===== src/hw/cwd_defines.svh =====
`ifndef CWD_DEFINES_SVH
`define CWD_DEFINES_SVH

// Register indices; the byte address on the bus is four times the index.
`define CWD_IDX_WORD1 16'h8007
`define CWD_IDX_WORD2 16'h8008
`define CWD_IDX_CTRL 16'h8010
`define CWD_IDX_STAT 16'h8011

// Width and erased value of a configuration word.
`define CWD_WORD_W 14
`define CWD_ERASED 14'h3fff

// Field positions in the first configuration word.
`define CWD_OSC_LSB 0
`define CWD_OSC_MSB 2
`define CWD_WDT_LSB 3
`define CWD_WDT_MSB 4
`define CWD_PUTMR_BIT 5
`define CWD_RSTPIN_BIT 6
`define CWD_PROG_BIT 7
`define CWD_DATA_BIT 8
`define CWD_BOR_LSB 9
`define CWD_BOR_MSB 10
`define CWD_CLKO_BIT 11
`define CWD_SWOV_BIT 12
`define CWD_FSM_BIT 13

// Field position in the second configuration word.
`define CWD_LOWV_BIT 13

// Field positions in the control and status registers.
`define CWD_CTRL_SWDT 0
`define CWD_CTRL_SBOR 1
`define CWD_CTRL_WPU 2
`define CWD_CTRL_W 3
`define CWD_STAT_LOADED 0
`define CWD_STAT_WDT 1
`define CWD_STAT_PPROT 2
`define CWD_STAT_DPROT 3

// Decoded option flops while in reset: the decode of an erased word.
`define CWD_DEC_RST 14'h2086

`endif


===== src/hw/cwd_pkg.sv =====
package cwd_pkg;

    // Oscillator selection codes as held in the word.
    typedef enum logic [2:0] {
        CWD_OSC_XTAL_LOW = 3'h0,
        CWD_OSC_XTAL_STD = 3'h1,
        CWD_OSC_XTAL_FAST = 3'h2,
        CWD_OSC_RC = 3'h3,
        CWD_OSC_INT = 3'h4,
        CWD_OSC_EXT_LOW = 3'h5,
        CWD_OSC_EXT_MED = 3'h6,
        CWD_OSC_EXT_HIGH = 3'h7
    } cwd_osc_t;

    // Watchdog enable policy codes.
    typedef enum logic [1:0] {
        CWD_WDT_OFF = 2'h0,
        CWD_WDT_SOFT = 2'h1,
        CWD_WDT_AWAKE = 2'h2,
        CWD_WDT_ON = 2'h3
    } cwd_wdt_t;

    // Loader states.
    typedef enum logic [1:0] {
        CWD_ST_LOAD = 2'b01,
        CWD_ST_RUN = 2'b10
    } cwd_state_t;

endpackage


===== src/hw/cwd_top.sv =====
// The APB slave port is this design's own decision.
`timescale 1ns/1ps
`include "cwd_defines.svh"

module cwd_top
(
    // APB clock and reset.
    input wire logic pclk,
    input wire logic presetn,
    // Blank-array clear of the configuration storage.
    input wire logic array_clear_n,
    // APB slave.
    input wire logic psel,
    input wire logic penable,
    input wire logic pwrite,
    input wire logic [31:0] paddr,
    input wire logic [31:0] pwdata,
    output logic [31:0] prdata,
    output logic pready,
    output logic pslverr,
    // Programmer port.
    input wire logic prog_write,
    input wire logic prog_select_two,
    input wire logic [`CWD_WORD_W-1:0] prog_data,
    input wire logic prog_bulk_erase,
    // Memory erase requests.
    output logic program_memory_erase,
    output logic data_memory_erase,
    // Device state.
    input wire logic sleep_mode,
    // Decoded options.
    output cwd_pkg::cwd_osc_t oscillator_select,
    output logic ext_clock_high_power,
    output logic ext_clock_medium_power,
    output logic ext_clock_low_power,
    output logic internal_oscillator,
    output logic external_rc_oscillator,
    output logic crystal_mode,
    output logic watchdog_run,
    output logic clock_output_drive,
    output logic program_protect_on,
    output logic data_protect_on,
    output logic powerup_timer_on,
    output logic reset_pin_function,
    output logic reset_pin_pullup,
    output logic failsafe_monitor_enable,
    output logic clock_switchover_enable,
    output logic [1:0] brownout_enable_field,
    output logic software_brownout_enable,
    output logic options_loaded
);
    import cwd_pkg::*;

    // Turns a register index into its byte address.
    function automatic logic [31:0] idx_addr(input logic [15:0] idx);
        idx_addr = {14'h0000, idx, 2'b00};
    endfunction

    // Storage and state.
    logic [`CWD_WORD_W-1:0] nv_one_r;
    logic [`CWD_WORD_W-1:0] nv_two_r;
    logic [`CWD_WORD_W-1:0] nv_one_nxt;
    logic [`CWD_WORD_W-1:0] nv_two_nxt;
    logic [`CWD_WORD_W-1:0] act_one_r;
    logic [`CWD_WORD_W-1:0] act_two_r;
    logic [`CWD_CTRL_W-1:0] ctrl_r;
    cwd_state_t state_r;
    cwd_state_t state_nxt;
    logic perase_r;
    logic derase_r;
    logic [31:0] prdata_r;
    logic pslverr_r;

    // Decoder results before their output flops.
    cwd_osc_t d_osc;
    logic d_exth;
    logic d_extm;
    logic d_extl;
    logic d_int;
    logic d_rc;
    logic d_xtal;
    logic d_wdt;
    logic d_clko;
    logic d_pprot;
    logic d_dprot;
    logic d_putmr;
    logic d_rstf;
    logic d_rstpu;
    logic [13:0] dec_bus_r;

    // Bus decode.
    wire access = psel && penable;
    wire hit_one = (paddr == idx_addr(`CWD_IDX_WORD1));
    wire hit_two = (paddr == idx_addr(`CWD_IDX_WORD2));
    wire hit_ctrl = (paddr == idx_addr(`CWD_IDX_CTRL));
    wire hit_stat = (paddr == idx_addr(`CWD_IDX_STAT));
    wire hit_ro = hit_one || hit_two || hit_stat;
    wire hit_any = hit_ro || hit_ctrl;
    wire wr_ctrl = access && pwrite && hit_ctrl;
    wire bad_acc = !hit_any || (pwrite && hit_ro);

    // Programming events on the stored words.
    wire wr_one = prog_write && !prog_select_two && !prog_bulk_erase;
    wire wr_two = prog_write && prog_select_two && !prog_bulk_erase;
    wire pprot_was_on = !nv_one_r[`CWD_PROG_BIT];
    wire dprot_was_on = !nv_one_r[`CWD_DATA_BIT];
    wire pprot_lifted = wr_one && pprot_was_on && prog_data[`CWD_PROG_BIT];
    wire pprot_erased = prog_bulk_erase && pprot_was_on;
    wire dprot_erased = prog_bulk_erase && dprot_was_on;

    // Next value of the stored words; a bulk erase returns them to ones.
    assign nv_one_nxt = prog_bulk_erase ? `CWD_ERASED :
                        (wr_one ? prog_data : nv_one_r);
    assign nv_two_nxt = prog_bulk_erase ? `CWD_ERASED :
                        (wr_two ? prog_data : nv_two_r);

    // Read data selection; unused bits read as zero.
    wire [31:0] stat_word = {28'h0000000, d_dprot, d_pprot, d_wdt,
                             (state_r == CWD_ST_RUN)};
    wire [31:0] rd_word = hit_one ? {18'h00000, nv_one_r} :
                          hit_two ? {18'h00000, nv_two_r} :
                          hit_ctrl ? {29'h00000000, ctrl_r} :
                          hit_stat ? stat_word : 32'h00000000;

    // Loader sequencing: one load cycle after reset, then run.
    always_comb
    begin
        state_nxt = state_r;
        unique case (state_r)
            CWD_ST_LOAD: state_nxt = CWD_ST_RUN;
            CWD_ST_RUN: state_nxt = CWD_ST_RUN;
        endcase
    end

    // Configuration storage, kept across device resets.
    // Of the two resets, only a blank-array clear touches these flops, so a device reset keeps them.
    always_ff @(posedge pclk or negedge array_clear_n)
    begin
        if (!array_clear_n)
        begin
            nv_one_r <= `CWD_ERASED;
            nv_two_r <= `CWD_ERASED;
        end
        else
        begin
            nv_one_r <= nv_one_nxt;
            nv_two_r <= nv_two_nxt;
        end
    end

    // Erase requests, each a one-cycle pulse.
    // A bulk erase and a protection lift both count as unprotecting the program.
    always_ff @(posedge pclk or negedge presetn)
    begin
        if (!presetn)
        begin
            perase_r <= 1'b0;
            derase_r <= 1'b0;
        end
        else
        begin
            perase_r <= pprot_lifted || pprot_erased;
            derase_r <= dprot_erased;
        end
    end

    // Loader state.
    always_ff @(posedge pclk or negedge presetn)
    begin
        if (!presetn)
            state_r <= CWD_ST_LOAD;
        else
            state_r <= state_nxt;
    end

    // Active copy is taken once in the load cycle and then held.
    // Later programming only changes the stored words, never the options in use.
    always_ff @(posedge pclk or negedge presetn)
    begin
        if (!presetn)
        begin
            act_one_r <= `CWD_ERASED;
            act_two_r <= `CWD_ERASED;
        end
        else if (state_r == CWD_ST_LOAD)
        begin
            act_one_r <= nv_one_r;
            act_two_r <= nv_two_r;
        end
    end

    // Software control register.
    always_ff @(posedge pclk or negedge presetn)
    begin
        if (!presetn)
            ctrl_r <= '0;
        else if (wr_ctrl)
            ctrl_r <= pwdata[`CWD_CTRL_W-1:0];
    end

    // Read data and error flag are captured during the setup cycle.
    always_ff @(posedge pclk or negedge presetn)
    begin
        if (!presetn)
        begin
            prdata_r <= 32'h00000000;
            pslverr_r <= 1'b0;
        end
        else if (psel && !penable)
        begin
            prdata_r <= pwrite ? 32'h00000000 : rd_word;
            pslverr_r <= bad_acc;
        end
    end

    // Option decoding from the held copy.
    // The decoder is purely combinational; its results are registered below.
    cwd_decode u_decode
    (
        .word_one(act_one_r),
        .word_two(act_two_r),
        .software_watchdog_enable(ctrl_r[`CWD_CTRL_SWDT]),
        .reset_pin_pullup_control(ctrl_r[`CWD_CTRL_WPU]),
        .sleep_mode(sleep_mode),
        .oscillator_select(d_osc),
        .ext_clock_high_power(d_exth),
        .ext_clock_medium_power(d_extm),
        .ext_clock_low_power(d_extl),
        .internal_oscillator(d_int),
        .external_rc_oscillator(d_rc),
        .crystal_mode(d_xtal),
        .watchdog_run(d_wdt),
        .clock_output_drive(d_clko),
        .program_protect_on(d_pprot),
        .data_protect_on(d_dprot),
        .powerup_timer_on(d_putmr),
        .reset_pin_function(d_rstf),
        .reset_pin_pullup(d_rstpu)
    );

    // Decoded options leave through flops; reset shows erased defaults.
    // The reset value is the decode of an erased word, so a blank part starts safely.
    always_ff @(posedge pclk or negedge presetn)
    begin
        if (!presetn)
        begin
            oscillator_select <= CWD_OSC_EXT_HIGH;
            dec_bus_r <= `CWD_DEC_RST;
        end
        else
        begin
            oscillator_select <= d_osc;
            dec_bus_r <= {d_exth, d_extm, d_extl, d_int, d_rc, d_xtal, d_wdt,
                          d_clko, d_pprot, d_dprot, d_putmr, d_rstf, d_rstpu,
                          (state_r == CWD_ST_RUN)};
        end
    end

    // Output fan-out of the option flops.
    assign ext_clock_high_power = dec_bus_r[13];
    assign ext_clock_medium_power = dec_bus_r[12];
    assign ext_clock_low_power = dec_bus_r[11];
    assign internal_oscillator = dec_bus_r[10];
    assign external_rc_oscillator = dec_bus_r[9];
    assign crystal_mode = dec_bus_r[8];
    assign watchdog_run = dec_bus_r[7];
    assign clock_output_drive = dec_bus_r[6];
    assign program_protect_on = dec_bus_r[5];
    assign data_protect_on = dec_bus_r[4];
    assign powerup_timer_on = dec_bus_r[3];
    assign reset_pin_function = dec_bus_r[2];
    assign reset_pin_pullup = dec_bus_r[1];
    assign options_loaded = dec_bus_r[0];

    // Raw fields passed on for blocks that decode them elsewhere.
    assign failsafe_monitor_enable = act_one_r[`CWD_FSM_BIT];
    assign clock_switchover_enable = act_one_r[`CWD_SWOV_BIT];
    assign brownout_enable_field = act_one_r[`CWD_BOR_MSB:`CWD_BOR_LSB];
    assign software_brownout_enable = ctrl_r[`CWD_CTRL_SBOR];

    // Bus answers and erase pulses; the slave never inserts wait states,
    // so every access finishes in its first access cycle.
    assign prdata = prdata_r;
    assign pready = 1'b1;
    assign pslverr = pslverr_r && access;
    assign program_memory_erase = perase_r;
    assign data_memory_erase = derase_r;

endmodule


===== src/hw/cwd_decode.sv =====
`timescale 1ns/1ps
`include "cwd_defines.svh"

module cwd_decode
(
    // Sampled configuration words.
    input wire logic [`CWD_WORD_W-1:0] word_one,
    input wire logic [`CWD_WORD_W-1:0] word_two,
    // Run-time controls.
    input wire logic software_watchdog_enable,
    input wire logic reset_pin_pullup_control,
    input wire logic sleep_mode,
    // Decoded options.
    output cwd_pkg::cwd_osc_t oscillator_select,
    output logic ext_clock_high_power,
    output logic ext_clock_medium_power,
    output logic ext_clock_low_power,
    output logic internal_oscillator,
    output logic external_rc_oscillator,
    output logic crystal_mode,
    output logic watchdog_run,
    output logic clock_output_drive,
    output logic program_protect_on,
    output logic data_protect_on,
    output logic powerup_timer_on,
    output logic reset_pin_function,
    output logic reset_pin_pullup
);
    import cwd_pkg::*;

    wire cwd_wdt_t policy;
    wire lowv_on;
    wire rst_sel;

    // Field extraction.
    assign oscillator_select = cwd_osc_t'(word_one[`CWD_OSC_MSB:`CWD_OSC_LSB]);
    assign policy = cwd_wdt_t'(word_one[`CWD_WDT_MSB:`CWD_WDT_LSB]);
    assign lowv_on = word_two[`CWD_LOWV_BIT];
    assign rst_sel = word_one[`CWD_RSTPIN_BIT];

    // External clock modes on the clock input pin.
    assign ext_clock_high_power = (oscillator_select == CWD_OSC_EXT_HIGH);
    assign ext_clock_medium_power = (oscillator_select == CWD_OSC_EXT_MED);
    assign ext_clock_low_power = (oscillator_select == CWD_OSC_EXT_LOW);
    // Internal oscillator frees the pin; RC runs on it.
    assign internal_oscillator = (oscillator_select == CWD_OSC_INT);
    assign external_rc_oscillator = (oscillator_select == CWD_OSC_RC);
    // Any of the three crystal codes takes both oscillator pins.
    assign crystal_mode = (oscillator_select == CWD_OSC_XTAL_FAST) ||
                          (oscillator_select == CWD_OSC_XTAL_STD) ||
                          (oscillator_select == CWD_OSC_XTAL_LOW);

    // Watchdog run decision from the policy, sleep and the software bit.
    assign watchdog_run = (policy == CWD_WDT_ON) ||
                          ((policy == CWD_WDT_AWAKE) && !sleep_mode) ||
                          ((policy == CWD_WDT_SOFT) && software_watchdog_enable);

    // Active-low enables in the word.
    assign clock_output_drive = !word_one[`CWD_CLKO_BIT];
    assign program_protect_on = !word_one[`CWD_PROG_BIT];
    assign data_protect_on = !word_one[`CWD_DATA_BIT];
    // The timer follows its own bit only, never the brown-out field.
    assign powerup_timer_on = !word_one[`CWD_PUTMR_BIT];

    // Low-voltage programming forces the reset function and ignores the bit.
    assign reset_pin_function = lowv_on || rst_sel;
    assign reset_pin_pullup = reset_pin_function || reset_pin_pullup_control;

endmodule


===== config.mk =====
export PLATFORM = sky130hd
export DESIGN_NAME = cwd_top
export DESIGN_NICKNAME = d
export VERILOG_FILES = /design/src/hw/cwd_pkg.sv /design/src/hw/cwd_top.sv /design/src/hw/cwd_decode.sv
export VERILOG_INCLUDE_DIRS = /design/src /design/src/hw
export SDC_FILE = /design/constraint.sdc
export NUM_CORES = 1
export LEC_CHECK = 0
export ABC_AREA = 1
export ABC_CLOCK_PERIOD_IN_PS = 2130
export BUFFER_PORTS_ARGS = -buffer_cell sky130_fd_sc_hd__buf_4
export CAP_MARGIN = 25
export CELL_PAD_IN_SITES_DETAIL_PLACEMENT = 1
export CELL_PAD_IN_SITES_GLOBAL_PLACEMENT = 2
export CORE_MARGIN = 2
export CORE_UTILIZATION = 30
export DETAILED_ROUTE_END_ITERATION = 7
export GPL_TIMING_DRIVEN = 0
export PLACE_DENSITY_LB_ADDON = 0.1
export SLEW_MARGIN = 5
export SYNTH_ARGS = -nofsm -noshare
export SYNTH_HDL_FRONTEND = slang
export SYNTH_SLANG_ARGS = --single-unit

===== constraint.sdc =====
create_clock -name pclk -period 2.13 [get_ports pclk]
set_clock_uncertainty 0.15 [all_clocks]
set_input_delay 0.1065 -clock pclk [delete_from_list [all_inputs] [get_ports pclk]]
set_output_delay 0.1065 -clock pclk [all_outputs]
set_load 0.01 [all_outputs]

==> results of run 1 <==
-- final timing paths --
path | from | to | slack [ns]
min in group asynchronous | presetn | ctrl_r[1] | 0.23
hold reg to reg | act_one_r[2] | oscillator_select[2] | 0.26
setup / recovery | prog_write | nv_one_r[10] | 0.28
setup reg to reg | act_one_r[4] | prdata[1] | 0.71
max in group asynchronous | presetn | dec_bus_r[6] | 1.15
hold / removal | prog_select_two | nv_one_r[4] | 0.06
-- cell families after synthesis --
family,share of synthesized area [%]
buffers and inverters,12.3
DFF,51.9
and+or+nand+nor,26.5
AOI/OAI and AO/OA,9.12
other,0.184
-- power by group through the flow --
stage	logic [µW]	registers [µW]	clock network (µW)
after global placement	591	1880	0
after detailed placement	603	1880	0
after CTS	644	1860	1570
final	634	1860	1530
after floorplan	270	1900	0
after global routing	717	1870	1640
-- cell usage in the layout (no fill, tap or decap), types with 16 or more instances in the layout --
master and count:
dlygate4sd3_1 26, inv_1 70, buf_4 119, conb_1 21, nand2_1 130, dfstp_2 51
or2_2 16, o21ai_0 43, nor2_1 49, dfrtp_1 31, nand3_1 29
-- synthesized netlist by cell type --
master,count
a21oi_1,12
and2_1,2
buf_4,22
buf_6,2
clkbuf_1,9
conb_1,2
dfrtp_1,31
dfstp_2,51
inv_1,70
inv_2,4
nand2_1,130
nand2_2,4
nand2_4,1
nand3_1,29
nand4_1,2
nor2_1,50
nor2_2,5
nor2_4,2
nor2_8,1
nor3_1,5
o21ai_0,43
o21ai_2,11
or2_2,16
-- worst max-delay path, cell delays in order --
cell and delay (ns):
dlygate4sd3_1 0.53, buf_4 0.11, inv_1 0.04, o21ai_2 0.41, clkbuf_1 0.53, nand2_1 0.11
o21ai_0 0.11
-- metrics by stage --
step	hold WS [ns]	cells	area, µm²	util (%)	setup WS, ns
floorplan	-0.339	523	4150	-	0.892
global placement	0.0447	796	5090	38.5	0.463
detailed placement	0.0469	796	5090	38.5	0.452
CTS	0.0529	838	5660	42.7	0.0277
global route	0.106	837	5650	42.7	0.170
finish	0.0594	837	5650	42.7	0.283
-- what timing repair did --
item                                    in CTS  in global routing
resized for setup                            0                  1
hold endpoints to repair                    94                  0
hold buffers                                27                  0
endpoints found under the setup margin       0                  1
-- final cells by class --
class	instances	area share [%]
clock buffer	10	4.23
timing repair buffer	123	17.5
inverter	74	4.92
sequential	82	37.4
tap	176	3.90
clock inverter	5	0.952
buffer	33	3.92
multi-input combinational	334	27.1
-- state kept, by name, indices dropped and copies added, names as in the netlist --
name,count
prdata,14
act_one_r,14
ctrl_r,3
dec_bus_r,14
pslverr_r,1
oscillator_select,3
data_memory_erase,1
act_two_r,1
program_memory_erase,1
nv_two_r,14
state_r,2
nv_one_r,14
-- layer usage --
layer | GRT usage [%] | vias to the layer above
li1 | - | 1805
met1 | 23.2 | 1747
met2 | 27.8 | 77
met3 | 3.02 | 8
met4 | 3.92 | 0
met5 | 0 | -
==> summary.txt, run 1 <==
Run status
  • Outcome: finished, final reports clean

Timing
  • Max Clock Freq: 541 MHz
  • Worst-margin pin slew: 0.682 ns
  • Setup_tns: 0 ns
  • RSZ-0062 raised after global routing: no
  • Relative slew slack: 54.5%
  • Period minus WS final: 1.85 ns
  • Fraction of the cycle the final worst path needs: 86.7%
  • Max-slew violations: 0
  • Final hold violations: 0
  • Final setup viols: 0

Power and ir drop
  • Leakage power: 0.00299 µW
  • Total power: 4020 µW
  • Net Sw Power: 1010 µW
  • Worst IR Drop VDD: 0.000336 V
  • Seq pwr share: 46.1%
  • Int Power: 3010 µW
  • Combinational Power Share: 15.8%
  • Clock power share: 38.1%
  • Net Sw Frac: 25.1%
  • Cell Pwr Density: 712 nW/µm²

Drt
  • Met2 WL: 5.48 mm
  • Drt initial violations: 107
  • First-pass detailed-route iteration total: 4
  • Wl on met1: 5.61 mm
  • Highest Signal Layer: met4
  • Via count: 3637
  • Wire length on met3: 434 µm
  • Post-DR wirelength/cell: 13.9 µm
  • Antenna Nets Post-Route: 0
  • Total wire length: 11.6 mm
  • Post-route DRC: 0
  • Vias per Instance: 4.35

Floorplanning
  • Initial core utilization: 30.8%
  • I/O pin cnt: 146
  • Die Width: 121 µm
  • Area of the core: 13200 µm²
  • # rows: 42
  • Die Y: 121 µm
  • Die area: 14500 µm²

Cells and area
  • FILL cells: 1631
  • Multi-input gate area: 1530 µm²
  • Register area: 2120 µm²
  • Area grow syn2layout: 38.7%
  • Share of cells above drive strength 1: 35.1%
  • Nets: 745
  • Antenna cells: 0

Placement
  • Gpl congestion: 0.814
  • DPL Wire Length: 8.71 mm
  • Port buffer count: 97

Worst setup path
  • CP Capture Type: flop
  • CP Launch Type: input pin
  • WP data required: 2.23 ns
  • Critical Path AT: 1.95 ns
  • R2R depth: 6
  • Crit-path max FO: 10
  • Crit Path Category: input pin to flop

Clocking
  • Clock Tree Root: clkbuf_16
  • CTS tree: yes
  • Num CTS Buffers: 9
  • Setup bufs post-CTS: 0
  • Clock Sink Count: 82
  • Skew-Pair Late Insertion Delay: 0.33 ns
  • Clk slew on worst S/H paths: 0.06 ns
  • Htree depth: 3
  • Clock Path Buffers: 2

Synth
  • Yosys reg bits: 82
  • Sequential area share after synthesis: 51.9%
  • Area share of the largest cell type after synthesis: 32.9%
  • Synth Warn #: 0
  • Avg Inst Size Synth: 8.09 µm²
  • Synthesized cell area: 4080 µm²
  • Ranking of synthesized cells by area: dfstp_2 (33%), dfrtp_1 (19%), nand2_1 (12%), inv_1 (6.4%), o21ai_0 (5.3%)
  • Post-synthesis instance total: 504
  • Synth unique cells: 23
  • Synth area leader: dfstp_2

Min path
  • Hold path depth: 4
  • Worst hold path class: input pin to flop

Global routing
  • GR Util All Layers: 16.9%
  • First-pass GRT wire length: 19.2 mm
  • Initial antenna violation count: 0
  • Vias in the first global route: 3913
  • Total gr overflow: 0
  • Largest net degree at the start of global routing: 55

Run
  • Maxcap violations: 0
Note: power is estimated with default switching activity, not from simulation.
==> run 2, diff against run 1 <==
--- a/config.mk
+++ b/config.mk
@@ -8,7 +8,7 @@
 export LEC_CHECK = 0
 export ABC_AREA = 1
 export ABC_CLOCK_PERIOD_IN_PS = 2130
-export BUFFER_PORTS_ARGS = -buffer_cell sky130_fd_sc_hd__buf_4
+export BUFFER_PORTS_ARGS = -buffer_cell sky130_fd_sc_hd__clkbuf_2
 export CAP_MARGIN = 25
 export CELL_PAD_IN_SITES_DETAIL_PLACEMENT = 1
 export CELL_PAD_IN_SITES_GLOBAL_PLACEMENT = 2
==> summary.txt, run 2 (same netlist as run 1, synthesis figures left out) <==
Worst setup path
  • Crit-path max FO: 2
  • Critical R2R Launch: act_one_r[8]
  • Crit Path Category: input pin to flop
  • CP startpoint: penable
  • CP Launch Type: input pin
  • CP Capture Type: flop
  • WP data required: 2.25 ns
  • Critical Path AT: 2.15 ns

Drt
  • First-pass detailed-route iteration total: 5
  • Vias per Instance: 4.32
  • Post-route DRC: 0
  • Highest Signal Layer: met4
  • Drt initial violations: 137
  • Via count: 3619
  • Post-DR wirelength/cell: 14.1 µm
  • Antenna Nets Post-Route: 0
  • Total wire length: 11.8 mm
  • Wire length on met3: 422 µm
  • Wl on met1: 5.62 mm
  • Met2 WL: 5.61 mm

Global routing
  • GR Util All Layers: 17.2%
  • Initial antenna violation count: 0
  • Largest net degree at the start of global routing: 55
  • First-pass GRT wire length: 19.4 mm
  • Total gr overflow: 0
  • Vias in the first global route: 3895

Placement
  • DPL Wire Length: 8.72 mm
  • Gpl congestion: 0.817
  • Port buffer count: 97
  • Place WS: 0.463 ns

Timing
  • Max Clock Freq: 491 MHz
  • Worst-margin pin slew: 0.746 ns
  • Setup_tns: 0 ns
  • Final worst slack: 0.0947 ns
  • Relative slew slack: 50.3%
  • Fraction of the cycle the final worst path needs: 95.6%
  • RSZ-0062 raised after global routing: no
  • Period minus WS final: 2.04 ns
  • Max-slew violations: 0
  • Final hold violations: 0
  • Final setup viols: 0

Clocking
  • Skew-Pair Late Insertion Delay: 0.34 ns
  • CTS tree: yes
  • Clock Path Buffers: 2
  • Setup bufs post-CTS: 0
  • Htree depth: 3
  • Clk slew on worst S/H paths: 0.07 ns
  • Clock Tree Root: clkbuf_16
  • Clock Sink Count: 82
  • Num CTS Buffers: 9

Cells and area
  • Register area: 2120 µm²
  • Commonest non-fill, non-tap cell in the layout: nand2_1
  • Most frequent cells in the layout: nand2_1 (130), clkbuf_2 (96), inv_1 (70)
  • Nets: 745
  • Multi-input gate area: 1530 µm²
  • FILL cells: 1634
  • Share of cells above drive strength 1: 35.2%
  • Antenna cells: 0
  • Area grow syn2layout: 34.2%

Floorplanning
  • I/O pin cnt: 146
  • Die Width: 121 µm
  • Initial core utilization: 30.8%
  • Die Y: 121 µm
  • # rows: 42
  • Die area: 14500 µm²
  • Area of the core: 13200 µm²

Power and ir drop
  • Worst IR Drop VDD: 0.000350 V
  • Cell Pwr Density: 774 nW/µm²
  • Leakage power: 0.00294 µW

Run status
  • Outcome: finished, final reports clean

Run
  • Maxcap violations: 0

Min path
  • Worst hold path class: input pin to asynchronous set/reset pin
-- run 2: stage by stage --
step / utilization (%) / hold slack [ns] / cells / area (µm²) / power, µW
finish: 41.3 / 0.0582 / 838 / 5470 / 4240
global route: 41.3 / 0.133 / 838 / 5470 / 4460
CTS: 41.3 / 0.0886 / 838 / 5470 / 4290
detailed placement: 36.7 / 0.102 / 796 / 4850 / 2430
global placement: 36.6 / 0.174 / 796 / 4850 / 2410
floorplan: - / -0.339 / 523 / 4150 / 2170
-- run 2: cell type report --
| cell class | count | share of cell area [%] |
|---|---|---|
| Sequential cell | 82 | 38.7 |
| Multi-Input combinational cell | 334 | 28.0 |
| Timing Repair Buffer | 123 | 13.7 |
| Inverter | 74 | 5.08 |
| Clock buffer | 10 | 4.37 |
| Buffer | 33 | 4.05 |
| Tap cell | 176 | 4.03 |
| Clock inverter | 6 | 2.08 |
-- run 2: what timing repair did --
action | 4_1_cts | 5_1_grt
hold buffers | 26 | 0
resized for setup | 0 | 1
hold endpoints to repair | 65 | 0
endpoints found under the setup margin | 0 | 1
-- run 2: worst max-delay path, stage by stage --
cell	delay [ns]
dlygate4sd3_1	0.54
clkbuf_2	0.12
nor2_2	0.14
dlygate4sd3_1	0.56
nand3_1	0.07
dlygate4sd3_1	0.56
nand2_1	0.06
-- run 2: where the power goes --
group	leakage (µW)	switching [µW]	internal (µW)	total (µW)
sequential	0.000946	66.8	1790	1860
combinational	0.00183	344	229	573
clock	0.000165	626	1180	1810
-- run 2: metal layers --
metal,global-route usage [%],up-vias
met1,22.7,1718
li1,-,1809
met2,29.1,83
met5,0,-
met4,4.07,0
met3,3.35,9
-- run 2: worst paths after layout --
path	end	slack, ns	depth (start not counted)
min in group pclk	prdata[11]	0.09	6
worst min-delay path	nv_two_r[9]	0.06	1
max in group asynchronous	prdata[3]	1.09	2
worst max-delay path	prdata[3]	0.09	7
worst min register to register	oscillator_select[2]	0.26	0
worst max register to register	prdata[3]	0.49	6
==> run 3, diff against run 2 <==
--- a/config.mk
+++ b/config.mk
@@ -16,7 +16,7 @@
 export CORE_UTILIZATION = 30
 export DETAILED_ROUTE_END_ITERATION = 7
 export GPL_TIMING_DRIVEN = 0
-export PLACE_DENSITY_LB_ADDON = 0.1
+export PLACE_DENSITY = 0.93
 export SLEW_MARGIN = 5
 export SYNTH_ARGS = -nofsm -noshare
 export SYNTH_HDL_FRONTEND = slang
==> summary.txt, run 3 (same netlist as run 1, synthesis figures left out) <==
Run status
  • Outcome: finished, final reports clean

Clocking
  • Num CTS Buffers: 9
  • Clock Tree Root: clkbuf_16
  • Setup bufs post-CTS: 0
  • Htree depth: 3
  • CTS tree: yes
  • Clock Path Buffers: 2
  • Clk slew on worst S/H paths: 0.06 ns
  • Clock Sink Count: 82
  • Skew-Pair Late Insertion Delay: 0.33 ns

Global routing
  • First-pass GRT wire length: 19.4 mm
  • Initial antenna violation count: 0
  • Total gr overflow: 0
  • Largest net degree at the start of global routing: 55
  • Met1 usage in global routing: 19.6%
  • GR met3 Demand/Resource: 3.87%
  • Gr busiest metal: met2
  • GR Util All Layers: 16.9%
  • Vias in the first global route: 4047
  • M2 GR Usage: 31.4%

Placement
  • DPL Wire Length: 8.69 mm
  • Gpl congestion: 0.811
  • Port buffer count: 97

Cells and area
  • FILL cells: 1642
  • Antenna cells: 0
  • Share of cells above drive strength 1: 35.2%
  • Most frequent cells in the layout: nand2_1 (130), clkbuf_2 (96), inv_1 (70)
  • Commonest non-fill, non-tap cell in the layout: nand2_1
  • Area grow syn2layout: 32.2%
  • Nets: 740

Floorplanning
  • Die area: 14500 µm²
  • Die Width: 121 µm
  • Die Y: 121 µm
  • Initial core utilization: 30.8%
  • Area of the core: 13200 µm²
  • # rows: 42
  • I/O pin cnt: 146

Power and ir drop
  • Cell Pwr Density: 758 nW/µm²
  • Combinational Power Share: 14.0%
  • Seq pwr share: 45.5%
  • Total power: 4080 µW
  • Clock power share: 40.5%
  • Worst IR Drop VDD: 0.000413 V
  • Leakage power: 0.00291 µW
  • Int Power: 3070 µW
  • Net Sw Frac: 24.8%
  • Net Sw Power: 1010 µW

Drt
  • First-pass detailed-route iteration total: 4
  • Total wire length: 11.8 mm
  • Via count: 3673
  • Antenna Nets Post-Route: 0
  • Vias per Instance: 4.41
  • Post-DR wirelength/cell: 14.1 µm
  • Drt initial violations: 125
  • Post-route DRC: 0

Timing
  • Setup_tns: 0 ns
  • Final setup viols: 0
  • Worst-margin pin slew: 0.742 ns
  • Max-slew violations: 0
  • Period minus WS final: 1.81 ns
  • Max Clock Freq: 553 MHz
  • Relative slew slack: 50.6%
  • Final hold violations: 0
  • RSZ-0062 raised after global routing: no
  • Fraction of the cycle the final worst path needs: 84.9%

Worst setup path
  • FF-to-FF setup slack: 0.50 ns
  • Critical Path AT: 1.91 ns
  • R2R depth: 6
  • WP data required: 2.23 ns
  • CP Capture Type: flop
  • Crit Path Category: input pin to flop
  • Crit path to: nv_two_r[12]
  • CP startpoint: prog_write
  • Crit-path max FO: 10
  • Reg2reg end: prdata[3]
  • Critical R2R Launch: act_one_r[8]
  • CP Launch Type: input pin

Min path
  • Worst hold path class: input pin to flop

Run
  • Maxcap violations: 0
-- run 3: how the worst min path moves through the flow --
stage / startpoint / end / slack, ns / cells after the start
2_1_floorplan: presetn / ctrl_r[0] / -0.34 / 0
3_3_place_gp: pwdata[1] / ctrl_r[1] / 0.17 / 3
3_5_place_dp: presetn / dec_bus_r[3] / 0.09 / 1
4_1_cts: prog_select_two / nv_two_r[3] / 0.0003 / 4
5_1_grt: prog_data[1] / nv_one_r[1] / 0.003 / 4
6_report: prog_select_two / nv_two_r[3] / 0.005 / 4
-- run 3: cell type report --
| class | instances | area [µm²] | area share (%) |
|---|---|---|---|
| Sequential cell | 82 | 2120 | 39.3 |
| Inverter | 74 | 278 | 5.16 |
| Clock inverter | 5 | 78.8 | 1.46 |
| Buffer | 33 | 221 | 4.11 |
| Multi-Input combinational cell | 334 | 1530 | 28.4 |
| Tap cell | 176 | 220 | 4.09 |
| Clock buffer | 11 | 243 | 4.51 |
| Timing Repair Buffer | 118 | 698 | 13.0 |
-- run 3: worst max-delay path, cell delays in order --
cell           delay, ns
dlygate4sd3_1       0.52
clkbuf_2            0.11
nand2_1             0.10
nand2_1             0.28
clkbuf_1            0.51
nand2_1             0.16
o21ai_0             0.12
-- run 3: what timing repair did --
item | in CTS | in global routing
gates resized for setup | 0 | 0
hold buffers | 21 | 0
endpoints found under the hold margin | 63 | 0
-- run 3: stage by stage --
step	hold slack [ns]	instances	setup WS [ns]	utilization [%]	cell area [µm²]
3_3_place_gp	0.175	796	0.551	36.6	4850
5_1_grt	0.00298	833	0.231	40.7	5390
2_1_floorplan	-0.339	523	0.892	-	4150
6_report	0.00485	833	0.322	40.7	5390
4_1_cts	0.000258	833	0.373	40.7	5390
3_5_place_dp	0.0910	796	0.479	36.7	4850
-- run 3: layer usage --
layer	vias to the layer above	part of all wire (%)
met5	-	0
met4	0	1.8
met3	15	3.2
met2	83	52
met1	1778	43
li1	1797	-
-- run 3: power by group through the flow --
stage / combinational, µW / clock (µW) / sequential [µW]
floorplan: 270 / 0 / 1900
global placement: 518 / 0 / 1880
detailed placement: 539 / 0 / 1880
CTS: 575 / 1680 / 1860
global route: 645 / 1740 / 1880
finish: 570 / 1650 / 1860
